[src/verilog/rllc_params.svh]
`ifndef RLLC_PARAMS_SVH
`define RLLC_PARAMS_SVH

// ----------------------------------------------------------------------------
// Decode path constants
// ----------------------------------------------------------------------------
`define RLLC_SYNC_PATTERN 9'h049
`define RLLC_DEC_PHASE_FIRE 2'h1
`define RLLC_DEC_PHASE_LAST 2'h2

// ----------------------------------------------------------------------------
// Encode path constants
// ----------------------------------------------------------------------------
`define RLLC_ENC_SYNC_DELAY 4'h4
`define RLLC_CODE_REMAIN 2'h2
`define RLLC_ODD_FIRST_BIT 3'h7
`define RLLC_EVEN_FIRST_BIT 3'h6
`define RLLC_FIFO_DEPTH_LOG2 4
`define RLLC_WORD_BITS 2

`endif

[src/verilog/rllc_pkg.sv]
package rllc_pkg;

  // --------------------------------------------------------------------------
  // Types
  // --------------------------------------------------------------------------

  // Seven bit decode word: two trailing bits of the previous code word, the
  // current code word and the two leading bits of the next one.
  typedef struct packed {
    logic [1:0] prev;
    logic [2:0] cur;
    logic [1:0] nxt;
  } rllc_dec_word_type;

  // Encoder inputs for one code word.
  typedef struct packed {
    logic [1:0] cur;
    logic [1:0] nxt;
    logic r0;
  } rllc_enc_in_type;

  typedef enum logic [1:0] {hunt_idle, hunt_search, hunt_decode} rllc_hunt_type;

  // --------------------------------------------------------------------------
  // Code functions
  // --------------------------------------------------------------------------

  // True when two adjacent ones appear anywhere in the decode word.
  function automatic logic rllc_has_adj(rllc_dec_word_type w);
    logic [6:0] b;
    b = w;
    return |(b[6:1] & b[5:0]);
  endfunction

  // Maps a legal decode word to its two-bit data word.
  function automatic logic [1:0] rllc_decode(rllc_dec_word_type w);
    logic [1:0] z;
    z = 2'h1;
    case ({w.prev, w.cur})
      5'h00, 5'h01, 5'h08: z = 2'h1;
      5'h02, 5'h12: z = (w.nxt == 2'h0) ? 2'h3 : 2'h2;
      5'h04, 5'h14: z = 2'h3;
      5'h05, 5'h15: z = 2'h2;
      5'h09, 5'h10, 5'h11: z = 2'h0;
      5'h0A: z = (w.nxt == 2'h0) ? 2'h1 : 2'h0;
      default: z = 2'h1;
    endcase
    return z;
  endfunction

  // Produces the three-bit code word for one data word.
  function automatic logic [2:0] rllc_encode(rllc_enc_in_type e);
    logic [2:0] r;
    r = 3'h0;
    case (e.cur)
      2'h0: r = e.nxt[1] ? (e.r0 ? 3'h2 : 3'h0) : 3'h1;
      2'h1: r = e.nxt[1] ? 3'h0 : (!e.r0 ? 3'h1 : (e.nxt[0] ? 3'h0 : 3'h2));
      2'h2: r = e.nxt[1] ? 3'h2 : 3'h5;
      default: r = (e.nxt == 2'h0) ? 3'h2 : 3'h4;
    endcase
    return r;
  endfunction

endpackage

[src/verilog/rllc_codec.sv]
`timescale 1ns/100ps
`include "rllc_params.svh"

// Operation
// - Decode each framed three-bit code word to a two-bit data word by lookup.
// - Code word boundaries on the decode path follow the repeating 001 pattern.
// - After encoder enable and a settling delay, capture write data on write clock rises.
// - Drain the write FIFO on the block clock, one data word per three cycles.
// - Odd framing pairs bits seven-six, five-four, three-two, one-zero.
// - Even framing pairs six-five, four-three, two-one, and zero with next seven.
// - Framing chosen at encoder enable comes from the encode framing select.
// - After an address mark, framing comes from the mark framing select.
// - After the address mark, encoding and serial output resume.
// - After a mark, framing is fixed only at the first one on write data.
// - The decode word is previous two, current three and next two code bits.
// - Adjacent ones force the fill pattern and set the decode error flag.
// - The decoder starts only after 001001001 is seen following phase lock.
// - Each code word comes from current word, next word and previous last bit.
module rllc_codec #(
  parameter int FIFO_DEPTH_LOG2 = `RLLC_FIFO_DEPTH_LOG2,
  parameter logic [3:0] SYNC_DELAY = `RLLC_ENC_SYNC_DELAY
) (
  input wire logic clk, // Channel-rate clock, 10 MHz.
  input wire logic sys_rst, // Asynchronous reset, active high.
  input wire logic write_clk, // Controller write clock pin.
  input wire logic write_data, // Controller serial write data pin.
  input wire logic encoder_enable, // Encoder enable pin, active high.
  input wire logic mark_generate_enable, // Address mark generation in progress.
  input wire logic encode_odd_framing_n, // Low selects odd framing at encoder enable.
  input wire logic mark_odd_framing_n, // Low selects odd framing after a mark.
  output logic precomp_write_out, // Serial coded write stream.
  output logic write_overrun, // Write FIFO overflowed since enable.
  input wire logic code_bit, // Synchronized code bit.
  input wire logic code_bit_valid, // Qualifies code_bit.
  input wire logic phase_lock, // High once the synchronizer is in phase lock.
  input wire logic error_fill_select, // Fill value for illegal decode words.
  input wire logic decode_error_clear, // Clears the decode error flag.
  output logic [1:0] nrz_word, // Decoded data word.
  output logic nrz_valid, // Pulse marking nrz_word.
  output logic decoder_active, // Decoder has framed and runs.
  output logic decode_error_flag // Sticky decode error.
);

  // --------------------------------------------------------------------------
  // Pin synchronisers
  // --------------------------------------------------------------------------
  logic wclk_s1_q, wclk_s2_q, wclk_s3_q;
  logic wdat_s1_q, wdat_s2_q;
  logic enc_s1_q, enc_s2_q, enc_on_q;
  logic mark_s1_q, mark_s2_q, mark_q;

  // Write clock and write data pins pass two flops, encoder enable and mark pins three; the third write clock flop only finds edges.
  always_ff @(posedge clk or posedge sys_rst) begin
    if (sys_rst) begin
      {wclk_s1_q, wclk_s2_q, wclk_s3_q} <= 3'h0;
      {wdat_s1_q, wdat_s2_q} <= 2'h0;
      {enc_s1_q, enc_s2_q, enc_on_q} <= 3'h0;
      {mark_s1_q, mark_s2_q, mark_q} <= 3'h0;
    end else begin
      {wclk_s1_q, wclk_s2_q, wclk_s3_q} <= {write_clk, wclk_s1_q, wclk_s2_q};
      {wdat_s1_q, wdat_s2_q} <= {write_data, wdat_s1_q};
      {enc_s1_q, enc_s2_q, enc_on_q} <= {encoder_enable, enc_s1_q, enc_s2_q};
      {mark_s1_q, mark_s2_q, mark_q} <= {mark_generate_enable, mark_s1_q, mark_s2_q};
    end
  end

  logic wclk_rise;
  logic enc_rise;
  logic mark_fall;
  logic enc_active;
  assign wclk_rise = wclk_s2_q && !wclk_s3_q;
  assign enc_rise = enc_s2_q && !enc_on_q;
  assign mark_fall = mark_q && !mark_s2_q;
  assign enc_active = enc_on_q && !mark_q;

  // --------------------------------------------------------------------------
  // Write capture and framing
  // --------------------------------------------------------------------------
  logic [3:0] dly_q;
  logic [2:0] bit_idx_q;
  logic frame_odd_q;
  logic mark_frame_q;
  logic awaiting_q;
  logic half_q;
  logic write_overrun_q;
  logic capture;
  logic [2:0] idx_w;
  logic frame_w;
  logic first_half;
  logic fifo_push;
  logic fifo_full;

  // Settling delay after enable hides the synchroniser and pin skew.
  always_ff @(posedge clk or posedge sys_rst) begin
    if (sys_rst) begin
      dly_q <= 4'h0;
    end else if (!enc_s2_q) begin
      dly_q <= 4'h0;
    end else if (dly_q != SYNC_DELAY) begin
      dly_q <= dly_q + 4'h1;
    end
  end

  // The mark fall cycle is excluded as well, so no stale bit index pushes a word there.
  assign capture = wclk_rise && enc_on_q && (dly_q == SYNC_DELAY) && !mark_s2_q && !mark_q;

  // At the first one after a mark the bit index is forced so this bit opens a pair.
  always_comb begin
    idx_w = bit_idx_q;
    frame_w = frame_odd_q;
    if (awaiting_q && wdat_s2_q) begin
      frame_w = mark_frame_q;
      idx_w = mark_frame_q ? `RLLC_ODD_FIRST_BIT : `RLLC_EVEN_FIRST_BIT;
    end
  end

  // A bit opens a pair when its byte index parity matches the framing.
  assign first_half = (idx_w[0] == frame_w);
  assign fifo_push = capture && !first_half;

  // Framing state: byte bit index, framing choice and the held first half.
  always_ff @(posedge clk or posedge sys_rst) begin
    if (sys_rst) begin
      bit_idx_q <= `RLLC_ODD_FIRST_BIT;
      frame_odd_q <= 1'b1;
      mark_frame_q <= 1'b1;
      awaiting_q <= 1'b0;
      half_q <= 1'b0;
    end else if (enc_rise) begin
      frame_odd_q <= !encode_odd_framing_n;
      bit_idx_q <= `RLLC_ODD_FIRST_BIT;
      awaiting_q <= 1'b0;
      half_q <= 1'b0; // Even framing pairs the first bit seven with a zero.
    end else if (mark_fall) begin
      mark_frame_q <= !mark_odd_framing_n;
      awaiting_q <= 1'b1;
      bit_idx_q <= `RLLC_ODD_FIRST_BIT;
      half_q <= 1'b0;
    end else if (capture) begin
      bit_idx_q <= idx_w - 3'h1;
      if (first_half) begin
        half_q <= wdat_s2_q;
      end
      if (awaiting_q && wdat_s2_q) begin
        awaiting_q <= 1'b0;
        frame_odd_q <= mark_frame_q;
      end
    end
  end

  // Overrun only flags; a word pushed into a full FIFO is lost.
  always_ff @(posedge clk or posedge sys_rst) begin
    if (sys_rst) begin
      write_overrun_q <= 1'b0;
    end else if (fifo_push && fifo_full) begin
      write_overrun_q <= 1'b1;
    end else if (enc_rise) begin
      write_overrun_q <= 1'b0;
    end
  end

  // --------------------------------------------------------------------------
  // Write FIFO and code word scheduling
  // --------------------------------------------------------------------------
  logic [1:0] fifo_rd_data;
  logic fifo_empty;
  logic rd_go;
  logic rd_pend_q;
  logic [1:0] cur_q, nxt_q;
  logic cur_v_q, nxt_v_q;
  logic r0_q;
  logic [1:0] rem_q;
  logic [1:0] sh_q;
  logic out_q;
  logic load_word;
  rllc_pkg::rllc_enc_in_type enc_in;
  logic [2:0] enc_w;

  rllc_fifo #(
    .WIDTH(`RLLC_WORD_BITS),
    .DEPTH_LOG2(FIFO_DEPTH_LOG2)
  ) u_fifo (
    .clk(clk),
    .sys_rst(sys_rst),
    .flush(!enc_s2_q),
    .wr_en(fifo_push),
    .wr_data({half_q, wdat_s2_q}),
    .rd_en(rd_go),
    .rd_data(fifo_rd_data),
    .empty(fifo_empty),
    .full(fifo_full)
  );

  // One read in flight at most, so the lookahead word never overflows.
  assign rd_go = enc_active && !fifo_empty && !rd_pend_q && !nxt_v_q;
  assign load_word = enc_active && (rem_q == 2'h0) && cur_v_q && nxt_v_q;
  assign enc_in = '{cur: cur_q, nxt: nxt_q, r0: r0_q};
  assign enc_w = rllc_pkg::rllc_encode(enc_in);

  always_ff @(posedge clk or posedge sys_rst) begin
    if (sys_rst) begin
      rd_pend_q <= 1'b0;
    end else begin
      rd_pend_q <= rd_go;
    end
  end

  // Current and lookahead data words; the lookahead is needed before encoding.
  always_ff @(posedge clk or posedge sys_rst) begin
    if (sys_rst) begin
      cur_q <= 2'h0;
      nxt_q <= 2'h0;
      cur_v_q <= 1'b0;
      nxt_v_q <= 1'b0;
    end else if (!enc_active) begin
      cur_v_q <= 1'b0;
      nxt_v_q <= 1'b0;
    end else if (load_word) begin
      cur_q <= nxt_q;
      nxt_q <= fifo_rd_data;
      nxt_v_q <= rd_pend_q;
    end else if (rd_pend_q) begin
      if (!cur_v_q) begin
        cur_q <= fifo_rd_data;
        cur_v_q <= 1'b1;
      end else begin
        nxt_q <= fifo_rd_data;
        nxt_v_q <= 1'b1;
      end
    end
  end

  // Serialiser; it idles low while starved, which the channel sees as no flux.
  always_ff @(posedge clk or posedge sys_rst) begin
    if (sys_rst) begin
      rem_q <= 2'h0;
      sh_q <= 2'h0;
      out_q <= 1'b0;
      r0_q <= 1'b0;
    end else if (!enc_active) begin
      rem_q <= 2'h0;
      sh_q <= 2'h0;
      out_q <= 1'b0;
      r0_q <= 1'b0;
    end else if (load_word) begin
      out_q <= enc_w[2];
      sh_q <= enc_w[1:0];
      rem_q <= `RLLC_CODE_REMAIN;
      r0_q <= enc_w[0];
    end else if (rem_q != 2'h0) begin
      out_q <= sh_q[1];
      sh_q <= {sh_q[0], 1'b0};
      rem_q <= rem_q - 2'h1;
    end else begin
      out_q <= 1'b0;
    end
  end

  // --------------------------------------------------------------------------
  // Decoder framing and lookup
  // --------------------------------------------------------------------------
  rllc_pkg::rllc_hunt_type hunt_q;
  logic [8:0] sr_q;
  logic [8:0] sr_next;
  logic [1:0] phase_q;
  logic dec_fire;
  logic dec_adj;
  rllc_pkg::rllc_dec_word_type dec_win;
  logic [1:0] nrz_word_q;
  logic nrz_valid_q;
  logic decoder_active_q;
  logic decode_error_flag_q;

  assign sr_next = {sr_q[7:0], code_bit};
  assign dec_win = rllc_pkg::rllc_dec_word_type'(sr_next[6:0]);
  assign dec_fire = (hunt_q == rllc_pkg::hunt_decode) && code_bit_valid && (phase_q == `RLLC_DEC_PHASE_FIRE);
  assign dec_adj = rllc_pkg::rllc_has_adj(dec_win);

  // Code shift register; cleared while unlocked so stale bits never match.
  always_ff @(posedge clk or posedge sys_rst) begin
    if (sys_rst) begin
      sr_q <= 9'h000;
    end else if (hunt_q == rllc_pkg::hunt_idle) begin
      sr_q <= 9'h000;
    end else if (code_bit_valid) begin
      sr_q <= sr_next;
    end
  end

  // Hunt: leave idle on phase lock, frame on the sync pattern, then decode.
  always_ff @(posedge clk or posedge sys_rst) begin
    if (sys_rst) begin
      hunt_q <= rllc_pkg::hunt_idle;
      phase_q <= 2'h0;
      decoder_active_q <= 1'b0;
    end else if (!phase_lock) begin
      hunt_q <= rllc_pkg::hunt_idle;
      decoder_active_q <= 1'b0;
    end else begin
      case (hunt_q)
        rllc_pkg::hunt_idle: begin
          hunt_q <= rllc_pkg::hunt_search;
        end
        rllc_pkg::hunt_search: begin
          if (code_bit_valid && (sr_next == `RLLC_SYNC_PATTERN)) begin
            hunt_q <= rllc_pkg::hunt_decode;
            decoder_active_q <= 1'b1;
            phase_q <= 2'h0;
          end
        end
        rllc_pkg::hunt_decode: begin
          if (code_bit_valid) begin
            phase_q <= (phase_q == `RLLC_DEC_PHASE_LAST) ? 2'h0 : phase_q + 2'h1;
          end
        end
        default: begin
          hunt_q <= rllc_pkg::hunt_idle;
        end
      endcase
    end
  end

  // Lookup result, or the fill pattern for a word with adjacent ones.
  always_ff @(posedge clk or posedge sys_rst) begin
    if (sys_rst) begin
      nrz_word_q <= 2'h0;
      nrz_valid_q <= 1'b0;
    end else begin
      nrz_valid_q <= dec_fire;
      if (dec_fire) begin
        nrz_word_q <= dec_adj ? {2{error_fill_select}} : rllc_pkg::rllc_decode(dec_win);
      end
    end
  end

  // Sticky error; a new error in the clearing cycle wins.
  always_ff @(posedge clk or posedge sys_rst) begin
    if (sys_rst) begin
      decode_error_flag_q <= 1'b0;
    end else if (dec_fire && dec_adj) begin
      decode_error_flag_q <= 1'b1;
    end else if (decode_error_clear) begin
      decode_error_flag_q <= 1'b0;
    end
  end

  assign precomp_write_out = out_q;
  assign write_overrun = write_overrun_q;
  assign nrz_word = nrz_word_q;
  assign nrz_valid = nrz_valid_q;
  assign decoder_active = decoder_active_q;
  assign decode_error_flag = decode_error_flag_q;

  // --------------------------------------------------------------------------
  // Assertions
  // --------------------------------------------------------------------------
  decode_lookup_a: assert property (@(posedge clk) disable iff (sys_rst)
    dec_fire && !dec_adj |=> nrz_valid_q && (nrz_word_q == rllc_pkg::rllc_decode($past(dec_win))))
    else $error("Decoded word does not match lookup.");

  fill_pattern_a: assert property (@(posedge clk) disable iff (sys_rst)
    dec_fire && dec_adj |=> decode_error_flag_q && (nrz_word_q == {2{$past(error_fill_select)}}))
    else $error("Illegal decode word not filled or flagged.");

  sync_detect_a: assert property (@(posedge clk) disable iff (sys_rst)
    $rose(decoder_active_q) |-> (sr_q == `RLLC_SYNC_PATTERN) && $past(phase_lock))
    else $error("Decoder started without sync pattern.");

  word_spacing_a: assert property (@(posedge clk) disable iff (sys_rst)
    load_word |=> !load_word ##1 !load_word)
    else $error("Code words closer than three cycles.");

  first_code_a: assert property (@(posedge clk) disable iff (sys_rst)
    load_word |=> precomp_write_out == $past(enc_w[2]))
    else $error("First code bit wrong.");

  last_code_a: assert property (@(posedge clk) disable iff (sys_rst)
    load_word ##1 enc_active ##1 enc_active |=> precomp_write_out == $past(enc_w[0], 3))
    else $error("Last code bit wrong.");

  enable_framing_a: assert property (@(posedge clk) disable iff (sys_rst)
    $rose(enc_on_q) |-> frame_odd_q == !$past(encode_odd_framing_n))
    else $error("Framing not taken at encoder enable.");

  mark_framing_a: assert property (@(posedge clk) disable iff (sys_rst)
    awaiting_q && capture && wdat_s2_q && !enc_rise && !mark_fall |=> !awaiting_q && (frame_odd_q == $past(mark_frame_q)))
    else $error("Framing not forced at first one after mark.");

  capture_gate_a: assert property (@(posedge clk) disable iff (sys_rst)
    fifo_push |-> enc_on_q && (dly_q == SYNC_DELAY) && $past(wclk_s2_q) == 1'b0)
    else $error("Write data taken outside enable window.");

  mark_quiet_a: assert property (@(posedge clk) disable iff (sys_rst)
    mark_q |=> !precomp_write_out)
    else $error("Output driven during address mark.");

endmodule // rllc_codec

[src/verilog/rllc_fifo.sv]
`timescale 1ns/100ps

// Small synchronous FIFO; read data comes out of a register one cycle after
// the read strobe.
module rllc_fifo #(
  parameter int WIDTH = 2,
  parameter int DEPTH_LOG2 = 4
) (
  input wire logic clk, // Block clock.
  input wire logic sys_rst, // Asynchronous reset, active high.
  input wire logic flush, // Empties the FIFO.
  input wire logic wr_en, // Write strobe.
  input wire logic [WIDTH-1:0] wr_data, // Write word.
  input wire logic rd_en, // Read strobe.
  output logic [WIDTH-1:0] rd_data, // Registered read word.
  output logic empty, // No word stored.
  output logic full // No room left.
);

  logic [WIDTH-1:0] mem_q [0:(1<<DEPTH_LOG2)-1];
  logic [DEPTH_LOG2:0] wp_q;
  logic [DEPTH_LOG2:0] rp_q;

  assign empty = (wp_q == rp_q);
  assign full = (wp_q[DEPTH_LOG2] != rp_q[DEPTH_LOG2]) && (wp_q[DEPTH_LOG2-1:0] == rp_q[DEPTH_LOG2-1:0]);

  // Pointers carry one extra bit so that full and empty differ.
  always_ff @(posedge clk or posedge sys_rst) begin
    if (sys_rst) begin
      wp_q <= '0;
      rp_q <= '0;
    end else if (flush) begin
      wp_q <= '0;
      rp_q <= '0;
    end else begin
      if (wr_en && !full) begin
        wp_q <= wp_q + 1'b1;
      end
      if (rd_en && !empty) begin
        rp_q <= rp_q + 1'b1;
      end
    end
  end

  // Storage has no reset; only pointers define what is valid.
  always_ff @(posedge clk) begin
    if (wr_en && !full) begin
      mem_q[wp_q[DEPTH_LOG2-1:0]] <= wr_data;
    end
  end

  // Read data is registered so the memory maps to block storage.
  always_ff @(posedge clk or posedge sys_rst) begin
    if (sys_rst) begin
      rd_data <= '0;
    end else if (rd_en && !empty) begin
      rd_data <= mem_q[rp_q[DEPTH_LOG2-1:0]];
    end
  end

endmodule // rllc_fifo

[config.mk]
export PLATFORM = sky130hd
export DESIGN_NAME = rllc_codec
export DESIGN_NICKNAME = d
export VERILOG_FILES = /design/src/verilog/rllc_pkg.sv /design/src/verilog/rllc_codec.sv /design/src/verilog/rllc_fifo.sv
export VERILOG_INCLUDE_DIRS = /design/src /design/src/verilog
export SDC_FILE = /design/constraint.sdc
export NUM_CORES = 1
export LEC_CHECK = 0
export ABC_AREA = 0
export BUFFER_PORTS_ARGS = -buffer_cell sky130_fd_sc_hd__buf_2
export CORE_ASPECT_RATIO = 0.8
export CORE_UTILIZATION = 25
export DETAILED_ROUTE_END_ITERATION = 16
export SYNTH_ARGS = -nofsm -noshare
export SYNTH_HDL_FRONTEND = slang
export SYNTH_SLANG_ARGS = --single-unit
export TNS_END_PERCENT = 30
[constraint.sdc]
create_clock -name clk -period 2.8 [get_ports clk]
set_input_delay 0.42 -clock clk [delete_from_list [all_inputs] [get_ports clk]]
set_output_delay 0.42 -clock clk [all_outputs]
set_load 0.02 [all_outputs]
==> results of run 1 <==
layout make-up:
cell class | instances | area [um^2] | area share (%)
Sequential cell | 95 | 2540 | 50.7
Multi-Input combinational cell | 228 | 1640 | 32.6
Clock buffer | 13 | 292 | 5.81
Tap cell | 220 | 275 | 5.49
Timing Repair Buffer | 28 | 178 | 3.54
Inverter | 19 | 71.3 | 1.42
Clock inverter | 3 | 21.3 | 0.424
sequential cells by signal, summed over array words and instances (netlist names), 2 cells and up:
signal / flops
cur_q: 2
dly_q: 4
hunt_q: 2
nrz_word: 2
nxt_q: 2
phase_q: 2
rem_q: 2
sh_q: 2
sr_q: 8
u_fifo.mem_q: 32
u_fifo.rd_data: 2
u_fifo.rp_q: 5
u_fifo.wp_q: 5
through the flow:
step                      instances  util (%)
after floorplan                 359         -
after global placement          589      28.0
after detailed placement        589      28.0
after CTS                       606      29.9
after global routing            606      29.9
final                           606      29.9
cells in the mapped netlist (all sizes together) (2+ instances only):
cell,instances
inv,19
edfxtp,32
clkbuf,8
xor2,2
o31ai,2
or2,2
nand2,15
a21boi,3
nand3,14
a31oi,6
nor3,7
mux4,8
mux2,3
buf,9
nor3b,3
a211oi,3
ha,8
nor4,14
and2,5
a21oi,20
a22oi,2
xnor2,10
nand4,3
o21a,5
o21ai,12
or3,3
o211ai,5
mux2i,14
a21o,2
nand2b,10
nor2b,11
nor2,27
dfrtp,60
dfstp,3
cell families after synthesis:
logic type                 synth area share (%)
buffers and inverters                      3.53
adders and majority gates                  2.31
muxes                                      8.18
and+or+nand+nor                            15.6
AOI/OAI and AO/OA                          9.30
xor gates and xnor gates                   2.43
DFF                                        58.7
where the power goes:
part	switching, uW	leakage (uW)	total [uW]	internal, uW
clock	515	0.000153	1250	731
combinational	66.0	0.000749	110	43.7
sequential	22.7	0.00109	1480	1460
worst paths after layout:
check                           start                  to  slack, ps  cells after the start
hold / removal             write_data           wdat_s1_q        180                      1
max in group asynchronous     sys_rst         frame_odd_q       1690                      4
min in group asynchronous     sys_rst         nrz_word[0]        520                      3
setup reg to reg             dly_q[0]  u_fifo.mem_q[8][1]        330                      7
hold reg to reg             wclk_s1_q           wclk_s2_q        350                      0
setup / recovery             dly_q[0]  u_fifo.mem_q[8][1]        330                      7
metal layers:
| layer | vias to the layer above | track usage, % | part of all wire, % |
|---|---|---|---|
| li1 | 1337 | - | - |
| met1 | 1371 | 13.2 | 50 |
| met2 | 31 | 15.6 | 45 |
| met3 | 11 | 2.97 | 2.5 |
| met4 | 0 | 3.83 | 1.8 |
| met5 | - | 0 | 0 |
==> metrics.txt, run 1 <==
status finished, final reports clean; Post-CTS Setup Bufs 0; Starting Density 25.8%; Tcrit/Tclk final 88.4%; number of global-route vias before repair 2904; CTS tree done; Worst slew margin 56.5%; crit path kind flip-flop to flip-flop; GRT overflow 0; Area contributors post-synth dfrtp_1, edfxtp_1, mux4_2; crit path max fanout 14; drt first pass iters 4; Mapped Area 4330 um^2; cells after synthesis 359; Crit-path slowest cell or3_4; Max Cap Viol 0; crit path DAT 2510 ps; P per Cell Area 566 nW/um^2; Worst Setup Slack, final 326 ps; synth-to-layout area growth 15.8%; Die X 149 um; largest net degree at the start of global routing 58; YS warnings 0; hold buffers post-CTS 1; Avg Synthesized Cell Area 12.1 um^2; top cell type's share of synthesized area 34.7%; Cell variety after synth 49; design area 5010 um^2; Final ANT Viol Nets 0; Post-DP Area 4690 um^2; most frequent cells in the layout dfrtp_1, edfxtp_1, nor2_1; clk buf depth 2; Buf/Inv on CP 1; DRC 0; share of layout cells above drive strength 1 17.6%; DP Worst Slack 342 ps; delay-heaviest family, CP simple AND/OR/NAND/NOR gates; Largest stage delay, worst path 440 ps; leading cell type in the layout, fill and taps excluded dfrtp_1; Fillers 1691; Post-synth EDFFs 32; CTS buffer count 9; Final setup viols 0; H-tree depth 3; CP endpoint kind flip-flop; Hold Slack 175 ps; CTS root buf clkbuf_16; first-pass GRT wire length 13900 um; Synth Flop Type dfrtp_1; Final min period 2470 ps; Top Ports 20; maximum VDD drop 0.391 mV; Antenna diodes 0; Worst EP required 2840 ps; syn nets 380; post-cts resize count 0; num rows 42; worst-path cell chain inv_1 -> ha_1 -> nand3b_4 -> nor4_4 -> o211ai_2 -> or3_4 -> nor2_1; leakage 0.00199 uW; Clk pin slew, worst setup/hold paths 60 ps; WL per Instance 13.3 um; Hold Path Class input pin to flip-flop; post-synthesis sequential area ratio 58.7%; Clk Latency, worst-skew pair 350 ps; fin nets 402; die area 17900 um^2; Post-DP HPWL 5490 um; worst slew pin tran 651 ps; CP Launch Type flip-flop; Max Slew Vio Count 0; GRT Total Usage 10.1%; Final Skew 5.18 ps; clk sinks 95; Hold Fails Final Rpt 0; cell accounting for the most synthesized area dfrtp_1; core area 16800 um^2; drt total wl 8040 um; routed via count 2750; fmax 404 MHz; Port-buffer cells 19; RSZ-0062 raised after global routing false; Die Y 120 um; Initial DRC Count 185; routability cong. 0.725; Total Power 2840 uW; DR vias/cell 4.54; Post-synth ARST share 66.3%; setup tns final 0 ps; Synth Register Bits 95; initial antenna violation count 0
Power figures use the tool's default switching activity.
==> run 2, diff against run 1 <==
CORE_MARGIN = 4   (was not set)
==> run 2 against run 1 <==
- via count about the same
- worst hold slack improved by 12 ps
- largest power group unchanged
- total power decreased by 0.86%
- sequential share of layout area rose by 0.19 points
- clock-buffer cell count is the same
- flip-flop and latch count is the same
- clock skew grew 2.9 ps
==> metrics.txt, run 2 (synthesis gave the netlist of run 1 again) <==
routed via count 2752 (+0.073%); combined area of the multi-input logic cells 1640 um^2 (unchanged); synth-to-layout area growth 15.4%; initial antenna violation count 0 (unchanged); routability cong. 0.768 (+6.0%); fmax 420 MHz (+3.8%); Clk Latency, worst-skew pair 340 ps (about the same); drt first pass iters 4 (unchanged); share of layout cells above drive strength 1 17.4% (-0.21 points); Post-CTS Setup Bufs 0 (unchanged); placed insts 589 (unchanged); CTS root buf clkbuf_16; Tcrit/Tclk final 85.1% (-3.3 points); Initial DRC Count 139 (-25%); number of global-route vias before repair 2793 (-3.8%); Clk pwr share 43.4% (-0.5 points); Switching Power 601 uW (-0.51%); Clk pin slew, worst setup/hold paths 70 ps (about the same); setup tns final 0 ps (unchanged); GRT Total Usage 8.82% (-1.2 points); CTS buffer count 9 (unchanged); Fillers 1669 (-1.3%); Max Slew Vio Count 0 (unchanged); most frequent cells in the layout dfrtp_1, edfxtp_1, nor2_1; Final setup viols 0 (unchanged); DRC 0 (unchanged); Starting Density 25.8% (unchanged); Crit-path slowest cell dfrtp_1; maximum VDD drop 0.292 mV (-25%); leading cell type in the layout, fill and taps excluded dfrtp_1; Top Ports 20 (unchanged); hold buffers post-CTS 0 (-1); num rows 42 (unchanged); Buf/Inv on CP 2 (+1); CP endpoint kind flip-flop; worst-path cell chain inv_1 -> ha_1 -> nand3b_4 -> nor4_4 -> o211ai_2 -> buf_4 -> nor4_1; Worst slew margin 53.7% (-2.8 points); core area 16800 um^2 (unchanged); WL per Instance 13.5 um (+1.7%); Final Skew 8.10 ps (+2.92 ps); worst slew pin tran 693 ps (+42.7 ps); RSZ-0062 raised after global routing false; Largest stage delay, worst path 400 ps (-40 ps); clk buf depth 2 (unchanged); cell internal pwr 2210 uW (-0.96%); fin nets 401 (-0.25%); Cell Count, Final, Fillers Out 605 (-0.17%); Largest register FFs 32 (unchanged); H-tree depth 3 (unchanged); P per Cell Area 563 nW/um^2 (-0.49%); die area 19500 um^2 (+9.2%); Hold Path Class input pin to asynchronous set/reset pin; crit path kind flip-flop to flip-flop; Final min period 2380 ps (-91.1 ps); Antenna diodes 0 (unchanged); Port-buffer cells 19 (unchanged); CTS tree done; Gate power share 3.9% (about the same); Storage cell area 2540 um^2 (unchanged); leakage 0.00199 uW (-0.36%); crit path DAT 2370 ps (-140 ps); delay-heaviest family, CP simple AND/OR/NAND/NOR gates; Hold Fails Final Rpt 0 (unchanged); largest net degree at the start of global routing 36 (-38%); Die Y 126 um (+5.0%); first-pass GRT wire length 13900 um (-0.59%); switching share of power 21.4% (+0.075 points); Flop pwr share 52.7% (+0.5 points); DR vias/cell 4.55 (+0.24%); Final ANT Viol Nets 0 (unchanged); GRT overflow 0 (unchanged); post-cts resize count 0 (unchanged); status finished, final reports clean; clk sinks 95 (unchanged); Max Cap Viol 0 (unchanged); CP Launch Type flip-flop; crit path max fanout 8 (-6); Post-DP HPWL 5640 um (+2.6%); Worst EP required 2790 ps (-50 ps); drt total wl 8160 um (+1.5%); Die X 155 um (+4.0%)
## run 2: changes by cell type in the layout (fill, tap and decap cells not counted), sizes merged
cell	change
inv	+1
dlygate4sd3	-1
clkinvlp	-1
## run 2: cell type report
cell class,instances,area share (%)
Tap cell,220,5.51
Clock buffer,13,5.63
Multi-Input combinational cell,228,32.8
Inverter,19,1.43
Clock inverter,3,0.451
Sequential cell,95,50.9
Timing Repair Buffer,27,3.36
## run 2: routing by layer
metal / track usage, % / vias to the layer above / share of wire (%)
met5: 0 / - / 0
met4: 3.12 / 0 / 1.5
met3: 2.37 / 10 / 3.5
met2: 13.7 / 52 / 46
met1: 11.9 / 1356 / 49
li1: - / 1334 / -
## run 2: power groups by stage
| stage | Clock (uW) | Combinational [uW] | Sequential [uW] |
|---|---|---|---|
| 3_3_place_gp | 0 | 108 | 1510 |
| 5_1_grt | 1330 | 128 | 1480 |
| 2_1_floorplan | 0 | 78.7 | 1500 |
| 4_1_cts | 1260 | 113 | 1480 |
| 3_5_place_dp | 0 | 113 | 1510 |
| 6_report | 1220 | 111 | 1480 |
## run 2: worst paths after layout
check | start | endpoint | slack (ps) | cells past startpoint
setup reg to reg | dly_q[0] | u_fifo.mem_q[2][1] | 420 | 7
setup / recovery | dly_q[0] | u_fifo.mem_q[2][1] | 420 | 7
min in group clk | write_clk | wclk_s1_q | 190 | 1
hold / removal | sys_rst | nrz_word[1] | 190 | 2
max in group asynchronous | sys_rst | mark_frame_q | 1920 | 3
hold reg to reg | wclk_s1_q | wclk_s2_q | 350 | 0
## run 2: stage by stage
| step | hold slack, ps | cell area [um^2] | util (%) | power [uW] | worst slack, ps |
|---|---|---|---|---|---|
| floorplan | 331 | 4330 | - | 1580 | 655 |
| CTS | 165 | 5000 | 29.8 | 2850 | 411 |
| detailed placement | 336 | 4690 | 28.0 | 1620 | 429 |
| finish | 187 | 5000 | 29.8 | 2810 | 417 |
| global route | 166 | 5000 | 29.8 | 2940 | 165 |
| global placement | 334 | 4690 | 28.0 | 1620 | 564 |
==> run 3, diff against run 2 <==
REMOVE_ABC_BUFFERS = 1   (was not set)
SETUP_SLACK_MARGIN = 0.5   (was not set)
==> run 3 against run 2 <==
- worst setup slack improved by 76 ps
- sequential power about the same
- critical path depth stayed put
- critical endpoint is now u_fifo.mem_q[12][1]
- routed wire length fell by 1.1%
- final area is 1.9% higher
- maximum frequency rose by 3.3%
- clock power up 14%
- global-route usage is 0.14 points lower
- worst hold slack lost 61 ps
==> metrics.txt, run 3 (synthesis gave the netlist of run 1 again) <==
Hold Path Class input pin to asynchronous set/reset pin; fin nets 404 (+0.75%); Tcrit/Tclk final 82.4% (-2.7 points); setup tns final 0 ps (unchanged); Hold Slack 126 ps (-61.4 ps); num rows 42 (unchanged); maximum VDD drop 0.319 mV (+9.3%); Clk pin slew, worst setup/hold paths 70 ps (about the same); Largest register FFs 32 (unchanged); Port-buffer cells 19 (unchanged); Fillers 1632 (-2.2%); Register-to-Register Setup Slack 490 ps (+80 ps); clk buf depth 2 (unchanged); CTS root buf clkbuf_16; share of layout cells above drive strength 1 19.1% (+1.7 points); drt first pass iters 4 (unchanged); CTS buffer count 9 (unchanged); largest net degree at the start of global routing 64 (+78%); status finished, final reports clean; DRC 0 (unchanged); Final ANT Viol Nets 0 (unchanged); worst-path cell chain inv_1 -> ha_1 -> nand3b_4 -> nor4_4 -> o211ai_4 -> buf_4 -> nor4_1; Final setup viols 0 (unchanged); Max Cap Viol 0 (unchanged); CP Launch Type flip-flop; Die Y 126 um (unchanged); critical path depth 7 (unchanged); routed via count 2741 (-0.40%); clk sinks 95 (unchanged); GRT Total Usage 8.68% (-0.14 points); routability cong. 0.748 (-2.6%); Die X 155 um (unchanged); Max Slew Vio Count 0 (unchanged); number of global-route vias before repair 2702 (-3.3%); worst slew pin tran 575 ps (-119 ps); delay-heaviest family, CP simple AND/OR/NAND/NOR gates; Starting Density 25.8% (unchanged); Worst R2R Path Depth 7 (unchanged); CTS tree done; Post-DP HPWL 5510 um (-2.2%); Antenna diodes 0 (unchanged); leakage 0.00202 uW (+1.6%); WL per Instance 13.3 um (-1.6%); Clk Latency, worst-skew pair 340 ps (about the same); synth-to-layout area growth 17.5%; GRT overflow 0 (unchanged); Hold Fails Final Rpt 0 (unchanged); core area 16800 um^2 (unchanged); crit path DAT 2290 ps (-80 ps); Final Skew 6.39 ps (-1.71 ps); RSZ-0062 raised after global routing true; die area 19500 um^2 (unchanged); Worst slew margin 61.7% (+8.0 points); fmax 433 MHz (+3.3%); H-tree depth 3 (unchanged); Worst R2R End u_fifo.mem_q[12][1]; DR vias/cell 4.51 (-0.89%); crit path kind flip-flop to flip-flop; crit path max fanout 6 (-2); Largest stage delay, worst path 410 ps (about the same); Final min period 2310 ps (-75.5 ps); Top Ports 20 (unchanged); Buf/Inv on CP 2 (unchanged); drt total wl 8080 um (-1.1%); Crit-path slowest cell dfrtp_1; leading cell type in the layout, fill and taps excluded dfrtp_1; Worst EP required 2780 ps (about the same); CP endpoint kind flip-flop; Initial DRC Count 330 (+140%); initial antenna violation count 0 (unchanged); most frequent cells in the layout dfrtp_1, edfxtp_1, nor2_1; first-pass GRT wire length 13800 um (-0.10%); worst reg2reg path startpoint dly_q[0]; P per Cell Area 587 nW/um^2 (+4.3%)
==> run 3: changes by cell type in the layout (fill, tap and decap cells not counted), moves of 2 or more <==
cell	delta
clkbuf_8	-2
clkinv_4	+2
bufinv_16	+3
nor4_2	+3
buf_4	+3
nor4_1	-3
==> run 3: worst max path at each step <==
stage | start | end | slack, ps
floorplan | dly_q[0] | u_fifo.mem_q[10][0] | 540
global placement | dly_q[0] | u_fifo.mem_q[1][0] | 530
detailed placement | dly_q[0] | u_fifo.mem_q[2][0] | 380
CTS | dly_q[0] | u_fifo.mem_q[9][1] | 510
global route | dly_q[0] | u_fifo.mem_q[7][0] | 410
finish | dly_q[0] | u_fifo.mem_q[12][1] | 490
==> run 3: worst reg2reg max path: cells and delay by family (launching register included) <==
family,cells,cell delay [ps]
compound gates,1,170
buf+inv,2,280
fa+ha+maj,1,250
flops,1,410
simple gates,3,860
==> run 3: metal layers <==
metal  part of all wire, %  global-route usage (%)  vias up
met2                    46                    12.5       45
met3                   3.6                    2.71        4
met1                    50                    12.5     1345
met4                  0.63                    2.65        0
met5                     0                       0        -
li1                      -                       -     1347
==> run 3: report_power, final <==
part           switching (uW)  internal, uW
clock                     517           876
sequential               23.0          1460
combinational            70.6          43.3
==> run 3: stage by stage <==
| step | setup slack [ps] | power, uW | utilization (%) | cell area, um^2 | instances |
|---|---|---|---|---|---|
| global route | 412 | 3110 | 30.4 | 5090 | 608 |
| floorplan | 539 | 1580 | - | 4250 | 342 |
| finish | 493 | 2990 | 30.4 | 5090 | 608 |
| global placement | 528 | 1620 | 27.9 | 4680 | 588 |
| CTS | 506 | 3030 | 30.1 | 5050 | 604 |
| detailed placement | 380 | 1620 | 27.9 | 4680 | 588 |
==> run 3: timing repair <==
item	CTS	global route
pin swaps	1	1
endpoints found under the setup margin	17	16
gates resized for setup	3	2
setup buffers	0	4
hold buffers	0	0
==> run 3: area by class of cell <==
cell class | instances | area [um^2] | area share (%)
flip-flops and latches | 95 | 2540 | 49.9
multi-input cells | 228 | 1670 | 32.7
well taps | 220 | 275 | 5.41
clock buffers | 9 | 225 | 4.42
repair buffers | 30 | 190 | 3.74
clock inverters | 7 | 120 | 2.36
inverters | 19 | 71.3 | 1.40
